===== src/shared/idsp_pkg.sv =====
/*
 * Constants and carrier types for the identification, information and
 * scratchpad register bank.
 * Assumes a serial-port front end that has already decoded the command
 * code, page and data word of each transfer.
 */
package idsp_pkg;

    // ==========================================================
    // command codes
    // ==========================================================
    localparam logic [7:0] CMD_CAPABILITY = 8'h19;
    localparam logic [7:0] CMD_BUS_REV = 8'h98;
    localparam logic [7:0] CMD_TOOL_WORD_A = 8'hB0;
    localparam logic [7:0] CMD_TOOL_WORD_B_PG = 8'hB1;
    localparam logic [7:0] CMD_OEM_WORD = 8'hB2;
    localparam logic [7:0] CMD_SCRATCH_PG = 8'hB3;
    localparam logic [7:0] CMD_SCRATCH_UNPG = 8'hB4;
    localparam logic [7:0] CMD_MAKER_INFO = 8'hB6;
    localparam logic [7:0] CMD_MAKER_RSVD_PG = 8'hBC;
    localparam logic [7:0] CMD_MAKER_ID = 8'hE7;
    localparam logic [7:0] CMD_LOT_CODE = 8'hE8;

    // ==========================================================
    // capability summary fields
    // ==========================================================
    localparam int CAP_PEC_BIT = 7;
    localparam int CAP_SCL_LSB = 5;
    localparam int CAP_ALERT_BIT = 4;
    localparam logic [1:0] CAP_SCL_400K = 2'h1;
    localparam logic [3:0] CAP_RSVD = 4'h0;
    localparam logic [7:0] CAP_VALUE = {1'b1, CAP_SCL_400K, 1'b1, CAP_RSVD};

    // ==========================================================
    // information word fields
    // ==========================================================
    localparam int INFO_ECC_BIT = 5;
    localparam logic [15:0] INFO_RESET = 16'h0000;

    // ==========================================================
    // widths and reset values
    // ==========================================================
    localparam int WORD_W = 16;
    localparam int PAGE_W = 1;
    localparam int NUM_PAGES = 2;
    localparam logic [15:0] WORD_RESET = 16'h0000;

    typedef struct packed {
        logic rd;
        logic wr;
        logic [7:0] cmd;
        logic all_pages;
        logic [PAGE_W-1:0] page;
        logic [WORD_W-1:0] data;
    } idsp_req_s;

    typedef struct packed {
        logic valid;
        logic nack;
        logic [WORD_W-1:0] data;
    } idsp_rsp_s;

endpackage


===== src/idsp_page_store.sv =====
/*
 * Per-page word storage, one word per page, flip-flop based.
 * Assumes writer and reader share sys_clk; read is combinational.
 */
`timescale 1ns/1ps
module idsp_page_store #(
    parameter int W = 16,
    parameter int PAGES = 2,
    parameter int PW = 1
) (
    input wire logic sys_clk,
    input wire logic sys_rst,
    input wire logic wr_en,
    input wire logic wr_all,
    input wire logic [PW-1:0] wr_page,
    input wire logic [W-1:0] wr_data,
    input wire logic [PW-1:0] rd_page,
    output logic [W-1:0] rd_data
);
    logic [W-1:0] mem_r [PAGES];

    assign rd_data = mem_r[rd_page];

    // ==========================================================
    // storage
    // ==========================================================
    always_ff @(posedge sys_clk) begin
        for (int i = 0; i < PAGES; i++) begin
            if (sys_rst) begin
                mem_r[i] <= '0;
            end else if (wr_en && (wr_all || wr_page == PW'(i))) begin
                mem_r[i] <= wr_data;
            end
        end
    end

endmodule // idsp_page_store


===== src/idsp_regs.sv =====
/*
 * Identification, information and scratchpad register bank reached by
 * command code. Reads answer one cycle after the request.
 * Assumes the serial front end delivers at most one request per cycle and
 * the storage engine replays stored words over the load channel.
 */
// Notes on behaviour
// - capability read fixed, low nibble zero
// - capability bit 7 fixed one
// - checksum requirement reported here, as one in capability bit 7
// - capability bits 6:5 fixed at 01
// - capability bit 4 fixed one
// - revision read returns hard-wired code
// - identifier word always the same, unpaged
// - info word refreshed on reset, restore, bulk read
// - info bit 5 zero when corrections applied
// - tool words B0, B1 read/write, stored
// - words B3, B4 free user storage
`timescale 1ns/1ps
module idsp_regs #(
    parameter logic [15:0] MAKER_ID = 16'h5A5A, // arbitrary value
    parameter logic [7:0] BUS_REV = 8'h22 // arbitrary value
) (
    input wire logic sys_clk,
    input wire logic sys_rst,
    input idsp_pkg::idsp_req_s host_req,
    input idsp_pkg::idsp_req_s ee_load,
    input wire logic info_refresh,
    input wire logic ecc_clean,
    output idsp_pkg::idsp_rsp_s host_rsp
);
    import idsp_pkg::*;

    // ==========================================================
    // command decode
    // ==========================================================
    function automatic logic cmd_known(input logic [7:0] c);
        cmd_known = (c == CMD_CAPABILITY) || (c == CMD_BUS_REV) ||
                    (c == CMD_MAKER_INFO) || (c == CMD_MAKER_ID) ||
                    (c == CMD_LOT_CODE) || cmd_writable(c);
    endfunction

    function automatic logic cmd_writable(input logic [7:0] c);
        cmd_writable = (c == CMD_TOOL_WORD_A) || (c == CMD_TOOL_WORD_B_PG) ||
                       (c == CMD_OEM_WORD) || (c == CMD_SCRATCH_PG) ||
                       (c == CMD_SCRATCH_UNPG) || (c == CMD_MAKER_RSVD_PG);
    endfunction

    // load channel wins over a host write in the same cycle
    wire logic ld_go = ee_load.wr;
    wire logic host_wr_ok = host_req.wr && cmd_writable(host_req.cmd);
    wire logic [7:0] wr_cmd = ld_go ? ee_load.cmd : host_req.cmd;
    wire logic [WORD_W-1:0] wr_data = ld_go ? ee_load.data : host_req.data;
    wire logic [PAGE_W-1:0] wr_page = ld_go ? ee_load.page : host_req.page;
    wire logic wr_all = ld_go ? ee_load.all_pages : host_req.all_pages;
    wire logic wr_go = ld_go || host_wr_ok;

    wire logic we_tool_a = wr_go && (wr_cmd == CMD_TOOL_WORD_A);
    wire logic we_tool_b = wr_go && (wr_cmd == CMD_TOOL_WORD_B_PG);
    wire logic we_oem = wr_go && (wr_cmd == CMD_OEM_WORD);
    wire logic we_scr_pg = wr_go && (wr_cmd == CMD_SCRATCH_PG);
    wire logic we_scr_unpg = wr_go && (wr_cmd == CMD_SCRATCH_UNPG);
    wire logic we_rsvd = wr_go && (wr_cmd == CMD_MAKER_RSVD_PG);
    // only the storage engine may set the lot code
    wire logic we_lot = ld_go && (ee_load.cmd == CMD_LOT_CODE);

    // ==========================================================
    // unpaged words
    // ==========================================================
    logic [WORD_W-1:0] tool_a_r;
    logic [WORD_W-1:0] oem_r;
    logic [WORD_W-1:0] scr_unpg_r;

    always_ff @(posedge sys_clk) begin
        if (sys_rst) begin
            tool_a_r <= WORD_RESET;
            oem_r <= WORD_RESET;
            scr_unpg_r <= WORD_RESET;
        end else begin
            if (we_tool_a) begin
                tool_a_r <= wr_data;
            end
            if (we_oem) begin
                oem_r <= wr_data;
            end
            if (we_scr_unpg) begin
                scr_unpg_r <= wr_data;
            end
        end
    end

    // ==========================================================
    // paged words
    // ==========================================================
    wire logic [WORD_W-1:0] tool_b_rd;
    wire logic [WORD_W-1:0] scr_pg_rd;
    wire logic [WORD_W-1:0] rsvd_rd;
    wire logic [WORD_W-1:0] lot_rd;

    idsp_page_store #(.W(WORD_W), .PAGES(NUM_PAGES), .PW(PAGE_W)) u_tool_b (
        .sys_clk(sys_clk),
        .sys_rst(sys_rst),
        .wr_en(we_tool_b),
        .wr_all(wr_all),
        .wr_page(wr_page),
        .wr_data(wr_data),
        .rd_page(host_req.page),
        .rd_data(tool_b_rd)
    );

    idsp_page_store #(.W(WORD_W), .PAGES(NUM_PAGES), .PW(PAGE_W)) u_scr_pg (
        .sys_clk(sys_clk),
        .sys_rst(sys_rst),
        .wr_en(we_scr_pg),
        .wr_all(wr_all),
        .wr_page(wr_page),
        .wr_data(wr_data),
        .rd_page(host_req.page),
        .rd_data(scr_pg_rd)
    );

    idsp_page_store #(.W(WORD_W), .PAGES(NUM_PAGES), .PW(PAGE_W)) u_rsvd (
        .sys_clk(sys_clk),
        .sys_rst(sys_rst),
        .wr_en(we_rsvd),
        .wr_all(wr_all),
        .wr_page(wr_page),
        .wr_data(wr_data),
        .rd_page(host_req.page),
        .rd_data(rsvd_rd)
    );

    idsp_page_store #(.W(WORD_W), .PAGES(NUM_PAGES), .PW(PAGE_W)) u_lot (
        .sys_clk(sys_clk),
        .sys_rst(sys_rst),
        .wr_en(we_lot),
        .wr_all(ee_load.all_pages),
        .wr_page(ee_load.page),
        .wr_data({8'h00, ee_load.data[7:0]}),
        .rd_page(host_req.page),
        .rd_data(lot_rd)
    );

    // ==========================================================
    // information word
    // ==========================================================
    logic [WORD_W-1:0] info_r;
    logic refresh_pend_r;

    // capture after reset release and on each refresh event
    wire logic info_take = refresh_pend_r || info_refresh;

    always_ff @(posedge sys_clk) begin
        if (sys_rst) begin
            info_r <= INFO_RESET;
            refresh_pend_r <= 1'b1;
        end else begin
            refresh_pend_r <= 1'b0;
            // ecc status into bit 5 only
            if (info_take) begin
                info_r <= INFO_RESET | (WORD_W'(ecc_clean) << INFO_ECC_BIT);
            end
        end
    end

    // ==========================================================
    // read mux and answer
    // ==========================================================
    logic [WORD_W-1:0] rd_word;

    always_comb begin
        rd_word = WORD_RESET;
        unique case (host_req.cmd)
            // checksum requirement reflected as one in bit 7
            CMD_CAPABILITY: rd_word = {8'h00, CAP_VALUE};
            CMD_BUS_REV: rd_word = {8'h00, BUS_REV};
            CMD_TOOL_WORD_A: rd_word = tool_a_r;
            CMD_TOOL_WORD_B_PG: rd_word = tool_b_rd;
            CMD_OEM_WORD: rd_word = oem_r;
            CMD_SCRATCH_PG: rd_word = scr_pg_rd;
            CMD_SCRATCH_UNPG: rd_word = scr_unpg_r;
            CMD_MAKER_INFO: rd_word = info_r;
            CMD_MAKER_RSVD_PG: rd_word = rsvd_rd;
            CMD_MAKER_ID: rd_word = MAKER_ID;
            CMD_LOT_CODE: rd_word = lot_rd;
            default: rd_word = WORD_RESET;
        endcase
    end

    wire logic rd_ok = host_req.rd && cmd_known(host_req.cmd);
    wire logic bad_req = (host_req.rd && !cmd_known(host_req.cmd)) ||
                         (host_req.wr && !cmd_writable(host_req.cmd));

    idsp_rsp_s rsp_r;
    assign host_rsp = rsp_r;

    always_ff @(posedge sys_clk) begin
        if (sys_rst) begin
            rsp_r <= '0;
        end else begin
            rsp_r.valid <= rd_ok;
            rsp_r.nack <= bad_req;
            if (rd_ok) begin
                rsp_r.data <= rd_word;
            end
        end
    end

    // ==========================================================
    // checks
    // ==========================================================
    AST_CAP_READ:
    assert property (@(posedge sys_clk) disable iff (sys_rst)
        host_req.rd && host_req.cmd == CMD_CAPABILITY
        |=> host_rsp.valid && host_rsp.data == 16'h00B0)
        else $error("capability read wrong");

    AST_CAP_PEC:
    assert property (@(posedge sys_clk) disable iff (sys_rst)
        host_rsp.valid && $past(host_req.cmd) == CMD_CAPABILITY
        |-> host_rsp.data[7])
        else $error("capability checksum bit not one");

    AST_CAP_SCL:
    assert property (@(posedge sys_clk) disable iff (sys_rst)
        $past(rd_ok) && $past(host_req.cmd) == CMD_CAPABILITY
        |-> host_rsp.data[6:5] == 2'h1)
        else $error("capability bus rate field wrong");

    AST_CAP_ALERT:
    assert property (@(posedge sys_clk) disable iff (sys_rst)
        host_req.rd && host_req.cmd == CMD_CAPABILITY
        |-> ##1 host_rsp.data[4] && host_rsp.data[3:0] == 4'h0)
        else $error("capability alert bit wrong");

    AST_REV_READ:
    assert property (@(posedge sys_clk) disable iff (sys_rst)
        host_req.rd && host_req.cmd == CMD_BUS_REV
        |=> host_rsp.valid && host_rsp.data == {8'h00, BUS_REV})
        else $error("revision read wrong");

    AST_ID_READ:
    assert property (@(posedge sys_clk) disable iff (sys_rst)
        host_req.rd && host_req.cmd == CMD_MAKER_ID
        |=> host_rsp.data == MAKER_ID && !host_rsp.nack)
        else $error("identifier read wrong");

    AST_INFO_REFRESH:
    assert property (@(posedge sys_clk) disable iff (sys_rst)
        info_refresh |=> info_r[5] == $past(ecc_clean))
        else $error("info word not refreshed");

    AST_INFO_RSVD:
    assert property (@(posedge sys_clk) disable iff (sys_rst)
        info_r[15:6] == 10'h000 && info_r[4:0] == 5'h00)
        else $error("info reserved bits set");

    AST_SCRATCH_HOLD:
    assert property (@(posedge sys_clk) disable iff (sys_rst)
        host_req.wr && host_req.cmd == CMD_SCRATCH_UNPG && !ee_load.wr
        |=> scr_unpg_r == $past(host_req.data))
        else $error("scratch word lost write");

    AST_RO_REFUSED:
    assert property (@(posedge sys_clk) disable iff (sys_rst)
        host_req.wr && !cmd_writable(host_req.cmd)
        |=> host_rsp.nack && !host_rsp.valid)
        else $error("write to read-only not refused");

endmodule // idsp_regs


===== config.mk =====
export PLATFORM = sky130hd
export DESIGN_NAME = idsp_regs
export DESIGN_NICKNAME = d
export VERILOG_FILES = /design/src/shared/idsp_pkg.sv /design/src/idsp_page_store.sv /design/src/idsp_regs.sv
export SDC_FILE = /design/constraint.sdc
export NUM_CORES = 1
export LEC_CHECK = 0
export ABC_AREA = 1
export ABC_CLOCK_PERIOD_IN_PS = 2400
export BUFFER_PORTS_ARGS = -buffer_cell sky130_fd_sc_hd__buf_2
export CAP_MARGIN = 10
export CORE_MARGIN = 8
export CORE_UTILIZATION = 55
export DETAILED_ROUTE_END_ITERATION = 7
export MAX_ROUTING_LAYER = met4
export PLACE_DENSITY = 0.84
export SLEW_MARGIN = 20
export SYNTH_ARGS = -nofsm -noshare
export SYNTH_HDL_FRONTEND = slang
export SYNTH_HIERARCHICAL = 1
export SYNTH_SLANG_ARGS = --single-unit
export TNS_END_PERCENT = 10

===== constraint.sdc =====
create_clock -name sys_clk -period 2.4 [get_ports sys_clk]
set_input_delay 0.24 -clock sys_clk [delete_from_list [all_inputs] [get_ports sys_clk]]
set_output_delay 0.24 -clock sys_clk [all_outputs]
set_load 0.02 [all_outputs]

==> results of run 1 <==
==> power breakdown <==
group,leakage [nW],switching (mW),internal [mW]
Sequential,1.76,0.0351,3.70
Clock,0.280,1.30,1.54
Combinational,3.09,0.491,0.175
==> through the flow <==
stage                     utilization, %  total power [mW]  worst slack [ns]  hold WS [ns]  cells
after global routing                62.0              7.46             0.496        0.0382   1608
after detailed placement            58.8              4.46             0.217         0.452   1576
after CTS                           62.0              7.23             0.650        0.0491   1608
after global placement              58.8              4.43             0.330         0.448   1576
final                               62.0              7.24             0.560        0.0464   1608
after floorplan                        -              4.20             0.112         0.268   1294
==> final cells by class <==
class	instances	share of cell area, %
Multi-Input combinational cell	846	34.6
Sequential cell	196	45.3
Inverter	193	6.32
Timing Repair Buffer	107	6.02
Clock inverter	12	1.05
Tap cell	234	2.55
Clock buffer	20	4.08
==> layout by cell type, fill, tap and decap left out <==
| cell | count |
|---|---|
| dfxtp_1 | 68 |
| nor2_1 | 170 |
| nand3_4 | 8 |
| clkbuf_8 | 1 |
| or2_2 | 1 |
| conb_1 | 8 |
| nand2_1 | 292 |
| buf_2 | 75 |
| nor4_1 | 1 |
| nand4_1 | 7 |
| edfxtp_1 | 128 |
| and3_1 | 1 |
| bufinv_16 | 1 |
| clkinv_4 | 3 |
| nand3_1 | 130 |
| a31oi_1 | 1 |
| nand2_2 | 7 |
| a21oi_1 | 36 |
| buf_12 | 6 |
| inv_6 | 1 |
| clkinv_1 | 2 |
| o21ai_1 | 13 |
| nand2_4 | 2 |
| inv_4 | 1 |
| clkinv_2 | 1 |
| nor2_2 | 76 |
| buf_4 | 26 |
| inv_8 | 2 |
| inv_1 | 185 |
| o21ai_0 | 72 |
| nand3b_1 | 5 |
| clkbuf_1 | 1 |
| o21ai_2 | 2 |
| inv_2 | 6 |
| clkbuf_16 | 18 |
| nor2_4 | 13 |
| clkinvlp_4 | 3 |
| nor3_1 | 1 |
==> flip-flops by register name, indices dropped and copies added, names as in the netlist, 16 cells and up <==
register / count
u_lot/mem_r: 32
u_rsvd/mem_r: 32
u_scr_pg/mem_r: 32
u_tool_b/mem_r: 32
host_rsp: 18
oem_r: 16
scr_unpg_r: 16
tool_a_r: 16
==> worst max-delay path: stages <==
cell and delay (ns):
buf_2 0.12, inv_1 0.09, nand2_1 0.11, nor2_4 0.15, nand3_1 0.08, nand2_1 0.10
nand2_2 0.09, nand2_4 0.09, nand4_1 0.12, nor2_1 0.26, buf_4 0.20, nand3_4 0.27
nor2_1 0.19
==> per-layer routing <==
| metal | up-vias | share of wire, % |
|---|---|---|
| li1 | 4191 | - |
| met2 | 510 | 45 |
| met4 | 0 | 4.8 |
| met3 | 92 | 11 |
| met1 | 3881 | 39 |
| met5 | - | 0 |
==> kinds of logic after synthesis <==
group                  after synthesis
AND/OR/NAND/NOR                    714
other                                1
flip-flops                         196
AO/OA/AOI/OAI                      124
buffers and inverters              252
==> worst max-delay path by stage <==
stage,startpoint,end,slack [ns],cells past startpoint
6_report,host_req[24],u_scr_pg/mem_r[0][5]$_SDFFCE_PN0P_,0.56,13
2_1_floorplan,host_req[24],u_scr_pg/mem_r[0][0]$_SDFFCE_PN0P_,0.11,12
5_1_grt,host_req[18],u_scr_pg/mem_r[0][5]$_SDFFCE_PN0P_,0.50,13
3_5_place_dp,host_req[18],u_scr_pg/mem_r[0][5]$_SDFFCE_PN0P_,0.22,13
3_3_place_gp,host_req[18],u_scr_pg/mem_r[0][10]$_SDFFCE_PN0P_,0.33,13
4_1_cts,host_req[24],u_scr_pg/mem_r[0][5]$_SDFFCE_PN0P_,0.65,13
==> impl_metrics.ini, run 1 <==
[outcome]
status = finished, final reports clean

[synth]
synthMuxAreaShare_pct = 0
synth_area_leaders = edfxtp_1, dfxtp_1, nand2_1
synth_fa_ha_area_share_pct = 0
synth_seq_cells = 196
ys_seq_area_share_pct = 50.7
synth_top_family_by_area = simple AND/OR/NAND/NOR gates
avgSynthCellArea_um2 = 7.97
synth_edf_count = 128
syn-instance-count = 1287
synth_xor_area_share_pct = 0
yosys.area_share.simple_pct = 32.3
yosysMostFrequentCell = nand2_1
yosys_most_used_dff = edfxtp_1
synthTopCellsByCount = nand2_1, inv_1, nor2_1
syn_area_mm2 = 0.0103
synth_compound_area_share_pct = 6.13
synth_largest_area_cell = edfxtp_1
yosysWarnings = 6
netlist.area_leader.share_pct = 37.5
ys_async_sr_fraction_pct = 0
synth_cell_types = 30

[floorplan]
core_area_mm2 = 0.0185
dieArea_mm2 = 0.0233
fp.dieW_um = 153
row_count = 50
dieHeight_um = 153
start_util_pct = 55.4
ios = 78

[setup_path]
regToRegEndpoint = host_rsp[12]$_SDFFE_PP0P_
timing.reg2reg.setup_slack_ns = 0.92
startpoint_type = primary input
cp.required_ns = 2.68
worstSetupEndpointType = flip-flop
arrival_ns = 2.12
reg2reg_from = u_lot/mem_r[1][12]$_SDFFCE_PN0P_
path_class = in2reg
crit_path_max_fanout = 16
r2r_cells = 8

[sta]
max_slew_margin_pct = 28.0
grt_setup_unrepaired = no
hold_violations = 0
setup_tns_ns = 0
clock_skew_ns = 0.0101
fmax_mhz = 543
worst_pin_slew_ns = 1.07
slew_violations = 0
fin_crit_sh_pct = 76.7
period_needed_ns = 1.84
finalSetupViolCount = 0

[grt]
met1_usage_pct = 29.0
grt_pass1_vias = 8302
grt_max_degree = 50
grt.met3_usage_pct = 5.33
grt_use_total_pct = 23.6
grt_pass1_wl_mm = 42.1
use_met2_pct = 35.7
antenna_found_initial = 0
grt_overflow = 0
grt-busiest-layer = met2

[clock_tree]
cts.sinks = 196
cts_resized = 0
htree_levels = 4
clk_latency_ns = 0.44
clockBufferDepth = 2
numCtsBuffers = 17
hold_buffers = 0
root_buffer = clkbuf_16
cts_tree = yes
cts_setup_buffers = 0
path_clk_slew_ns = 0.07

[detailed_routing]
drc = 0
ant_nets = 0
viasPerCell = 5.39
wl_mm = 26.9
via_count = 8674
dr.pass1.iters = 7
routedWlPerCell_um = 16.8
drt_iter0_drc = 1227

[worst_hold_path]
whs_endpoint = refresh_pend_r$_DFF_P_
hold_depth = 1
hold_start = sys_rst
hold_class = in2reg

[finish]
diodes = 0
final-seq-area_mm2 = 0.00520
n_fill_cell = 1517
nets = 1421
syn_to_final_growth_pct = 11.9
design_area_mm2 = 0.0115
multiInputGateArea_mm2 = 0.00398
layout-drive-gt1-share_pct = 18.4

[run]
cap_violations = 0

[placement]
gp_congestion = 0.915
place_hpwl_mm = 18.1
place_area_mm2 = 0.0109
port_buffers = 76

[pwr]
p_leak_nw = 5.14
p_per_area_mw_per_mm2 = 631
vdd_drop_max_uv = 540
Note: power is estimated with default switching activity, not from simulation.
==> run 2: changes to the inputs <==
- ABC_AREA: 1 -> 0
- ABC_CLOCK_PERIOD_IN_PS: 2400 -> 1910
- CORE_UTILIZATION: 55 -> 60
- PLACE_DENSITY: 0.84 -> 0.87
- clock period: 2.4 -> 1.91 ns (I/O delays scaled with it)
==> impl_metrics.ini, run 2 <==
[outcome]
status = finished, violations left
violations = setup timing

[floorplan]
core_area_mm2 = 0.0157
dieArea_mm2 = 0.0201
fp.dieW_um = 142
row_count = 46
start_util_pct = 60.6
ios = 78
dieHeight_um = 142

[sta]
grt_setup_unrepaired = yes
period_needed_ns = 1.92
whs_ns = 0.0314
fin_crit_sh_pct = 100
max_slew_margin_pct = 62.9
setup_slack_ns = -0.00639
hold_violations = 0
slew_violations = 0
worst_pin_slew_ns = 0.556
fmax_mhz = 522
setup_tns_ns = -0.00639
finalSetupViolCount = 1
clock_skew_ns = 0.00377

[placement]
place_hpwl_mm = 19.2
gp_congestion = 0.991
port_buffers = 76
dp.cells = 1130

[pwr]
total_power_mw = 9.69
vdd_drop_max_uv = 789
p_leak_nw = 4.87
p_per_area_mw_per_mm2 = 834

[setup_path]
timing.reg2reg.setup_slack_ns = -0.006
startpoint_type = flip-flop
arrival_ns = 2.23
path_class = reg2reg
slowest_delay_ns = 0.49
path_cells = mux2_2, mux4_2, a222oi_1, and3_1, nor3_1
worstSetupEndpointType = flip-flop
crit_slowest_cell = mux4_2
crit_path_max_fanout = 1
cp.required_ns = 2.22

[synth]
yosysWarnings = 6
synthTopCellsByCount = and3_1, edfxtp_1, mux2_2
synth_cell_types = 55
synth_area_leaders = edfxtp_1, dfxtp_1, and3_1
syn-instance-count = 777
netlist.area_leader.share_pct = 40.5
ys_seq_area_share_pct = 54.9
synth_seq_cells = 196
yosysMostFrequentCell = and3_1
avgSynthCellArea_um2 = 12.2
synth_largest_area_cell = edfxtp_1
syn_area_mm2 = 0.00949
ys_async_sr_fraction_pct = 0
synth_edf_count = 128
yosys_most_used_dff = edfxtp_1

[grt]
grt_use_total_pct = 29.9
antenna_found_initial = 0
grt_overflow = 0
grt_max_degree = 33
grt_pass1_vias = 7516
grt_pass1_wl_mm = 43.8

[finish]
n_fill_cell = 904
layout-drive-gt1-share_pct = 35.9
layout_commonest_cell = and3_1
nets = 993
instances_no_fill = 1162
final-seq-area_mm2 = 0.00520
diodes = 0
mostFrequentLayoutCells = and3_1, edfxtp_1, buf_4
syn_to_final_growth_pct = 22.6
multiInputGateArea_mm2 = 0.00401

[run]
cap_violations = 0

[clock_tree]
cts_setup_buffers = 0
htree_levels = 4
clk_latency_ns = 0.44
cts.sinks = 196
hold_buffers = 0
root_buffer = clkbuf_16
clockBufferDepth = 2
cts_tree = yes
numCtsBuffers = 17
path_clk_slew_ns = 0.07

[detailed_routing]
ant_nets = 0
routedWlPerCell_um = 25.1
viasPerCell = 6.60
drt_iter0_drc = 1166
drc = 0
dr.pass1.iters = 5
wl_mm = 29.2
via_count = 7666

[worst_hold_path]
hold_class = in2reg
-- run 2: cell count changes after synthesis, sizes merged, moves of 10 or more --
cell / previous run / this run
nor2: 259 / 71
o21ai: 87 / 4
mux2: 0 / 73
nand3: 138 / 4
and3: 1 / 137
clkbuf: 12 / 31
a211oi: 0 / 55
mux4: 0 / 15
inv: 192 / 19
buf: 47 / 36
nor3: 1 / 11
a21oi: 36 / 7
mux2i: 0 / 19
nand2: 301 / 13
-- run 2: layout make-up --
cell class,count,area share (%)
repair buffers,189,12.2
multi-input cells,510,34.5
inverters,19,0.613
flip-flops and latches,196,44.8
clock inverters,14,1.95
clock buffers,18,3.69
well taps,216,2.32
-- run 2: worst paths after layout --
| kind | startpoint | endpoint | depth (start not counted) |
|---|---|---|---|
| worst min register to register | host_rsp[7]$_SDFFE_PP0P_ | host_rsp[7]$_SDFFE_PP0P_ | 2 |
| worst min-delay path | info_refresh | info_r[5]$_SDFFE_PP0P_ | 4 |
| worst max-delay path | u_scr_pg/mem_r[0][10]$_SDFFCE_PN0P_ | host_rsp[10]$_SDFFE_PP0P_ | 5 |
| worst max register to register | u_scr_pg/mem_r[0][10]$_SDFFCE_PN0P_ | host_rsp[10]$_SDFFE_PP0P_ | 5 |
-- run 2: logic make-up (layout without fill, tap and decap cells) --
logic type | Yosys count | after routing | share of synthesized area [%]
AOI/OAI and AO/OA | 108 | 108 | 9.64
xor gates and xnor gates | 1 | 1 | 0.0923
buffers and inverters | 86 | 240 | 4.41
DFF | 196 | 196 | 54.9
muxes | 107 | 107 | 14.2
other | 1 | 16 | 0.0395
and+or+nand+nor | 278 | 278 | 16.7
-- run 2: through the flow --
step                      worst slack, ns  cell area (µm²)  util [%]
final                            -0.00639            11600      74.3
after global routing              -0.0765            11600      74.3
after floorplan                   -0.0588             9620         -
after global placement             -0.185            11000      70.0
after CTS                         0.00356            11600      74.2
after detailed placement           -0.213            11000      70.0
-- run 2: report_power, final --
| group | internal [mW] | switching [mW] | total [mW] |
|---|---|---|---|
| sequential | 4.65 | 0.0562 | 4.71 |
| clock | 2.34 | 1.61 | 3.95 |
| combinational | 0.435 | 0.597 | 1.03 |
-- run 2: timing repair --
item	CTS	global route
resized for setup	0	3
setup endpoints to repair	0	6
hold endpoints to repair	0	0
-- run 2: metal layers --
layer / vias to the layer above / global-route usage [%] / routed length [µm]
met3: 143 / 7.56 / 3320
met2: 583 / 47.4 / 13900
met4: 0 / 17.2 / 1650
met1: 3689 / 34.2 / 10400
li1: 3251 / - / -
met5: - / - / 0
-- run 2: worst max-delay path, delay by kind of cell, from the launching register on --
kind	cells	cell delay [ns]
DFF	1	0.40
AOI/OAI and AO/OA	1	0.33
and+or+nand+nor	2	0.28
muxes	2	0.78
==> run 3: changes to the inputs <==
- CORE_MARGIN: 8 -> 2
- TNS_END_PERCENT: 10 -> 30
==> impl_metrics.ini, run 3 (synthesized netlist as in run 2, its figures left out) <==
[clock_tree]
path_clk_slew_ns = 0.07
clockBufferDepth = 2
clk_latency_ns = 0.44
root_buffer = clkbuf_16
cts_tree = yes
htree_levels = 4
cts.sinks = 196
numCtsBuffers = 17

[worst_hold_path]
hold_start = ecc_clean
hold_class = in2reg

[run]
cap_violations = 0

[grt]
grt_max_degree = 35
antenna_found_initial = 0
grt_pass1_vias = 7296
grt_pass1_wl_mm = 41.8
grt_use_total_pct = 35.1
grt_overflow = 0

[placement]
pre_cts_ws_ns = -0.240
dp.cells = 1124
place_hpwl_mm = 19.5
port_buffers = 76
gp_congestion = 0.994

[setup_path]
path_buf_inv = 1
arrival_ns = 2.19
crit_slowest_cell = mux4_2
worstSetupEndpointType = flip-flop
reg2reg_from = u_tool_b/mem_r[0][11]$_SDFFCE_PN0P_
startpoint = u_tool_b/mem_r[0][11]$_SDFFCE_PN0P_
critPathTopFamily = multiplexers
path_class = reg2reg
cp.required_ns = 2.21
path_cells = mux2_4, mux4_2, o2bb2ai_2, a221oi_2, buf_4, a211oi_1
startpoint_type = flip-flop
slowest_delay_ns = 0.49
crit_path_max_fanout = 1

[detailed_routing]
dr.pass1.iters = 6
drc = 0
viasPerCell = 6.70
ant_nets = 0
via_count = 7745
routedWlPerCell_um = 24.4
drt_iter0_drc = 1251
wl_mm = 28.2

[pwr]
power_frac_comb_pct = 11.0
seqPwrFrac_pct = 51.7
p_clk_share_pct = 37.4
netSwitchingPower_mw = 2.16
netSwitchingFraction_pct = 23.7
vdd_drop_max_uv = 580
p_leak_nw = 4.83
p_int_mw = 6.95
p_per_area_mw_per_mm2 = 795

[floorplan]
dieArea_mm2 = 0.0168
core_area_mm2 = 0.0153
ios = 78
fp.dieW_um = 130
start_util_pct = 61.9
row_count = 45
dieHeight_um = 130

[sta]
setup_slack_ns = 0.0245
whs_ns = 0.0225
fin_crit_sh_pct = 98.7
hold_violations = 0
grt_setup_unrepaired = yes
slew_violations = 0
period_needed_ns = 1.89
clock_skew_ns = 0.00693
setup_tns_ns = 0
fmax_mhz = 530
finalSetupViolCount = 0

[finish]
nets = 992
syn_to_final_growth_pct = 20.8
layout_commonest_cell = and3_1
instances_no_fill = 1156
diodes = 0
mostFrequentLayoutCells = and3_1, edfxtp_1, buf_4
final-seq-area_mm2 = 0.00520
n_fill_cell = 938
layout-drive-gt1-share_pct = 35.7
multiInputGateArea_mm2 = 0.00402

[outcome]
status = finished, final reports clean
==> run 3: path summary, 6_finish.rpt <==
| check | to | slack [ns] | depth (start not counted) |
|---|---|---|---|
| worst max-delay path | host_rsp[11]$_SDFFE_PP0P_ | 0.02 | 6 |
| worst min-delay path | info_r[5]$_SDFFE_PP0P_ | 0.02 | 3 |
| worst max register to register | host_rsp[11]$_SDFFE_PP0P_ | 0.02 | 6 |
| worst min register to register | host_rsp[5]$_SDFFE_PP0P_ | 0.50 | 2 |
==> run 3: layout make-up <==
cell class | count | area share (%)
multi-input combinational | 510 | 35.1
tap | 211 | 2.30
sequential | 196 | 45.4
inverter | 19 | 0.622
timing repair buffer | 188 | 11.7
clock inverter | 6 | 0.349
clock buffer | 26 | 4.50
==> run 3: power by group through the flow <==
stage                     sequential, mW  combinational, mW  clock [mW]
after floorplan                     4.78              0.513           0
after global placement              4.79              0.920           0
after detailed placement            4.80              0.950           0
after CTS                           4.71              0.967        3.40
after global routing                4.72               1.04        3.57
final                               4.71               1.00        3.41
==> run 3: per-stage QoR <==
step                      area, µm²  total power [mW]  util (%)
after detailed placement      10900              5.75      71.1
after global routing          11500              9.32      74.9
final                         11500              9.11      74.9
after CTS                     11400              9.07      74.7
after floorplan                9630              5.29         -
after global placement        10900              5.71      71.1
==> run 3: routing by layer <==
metal  GRT usage, %  up-vias  share of wire (%)
met3           6.77      119                 12
li1               -     3246                  -
met1           43.9     3733                 36
met4           19.8        0                5.8
met5              -        -                  0
met2           53.8      647                 47
==> run 3: worst reg2reg max path, delay by kind of cell (launching register included) <==
kind | cells | cell delay (ns)
AO/OA/AOI/OAI | 3 | 0.42
buffers and inverters | 1 | 0.17
multiplexers | 2 | 0.80
flip-flops | 1 | 0.37
==> run 3: what timing repair did <==
| action | CTS | global route |
|---|---|---|
| buffers inserted | 0 | 0 |
| hold buffers | 0 | 0 |
| setup endpoints to repair | 1 | 2 |
| resized for setup | 1 | 4 |
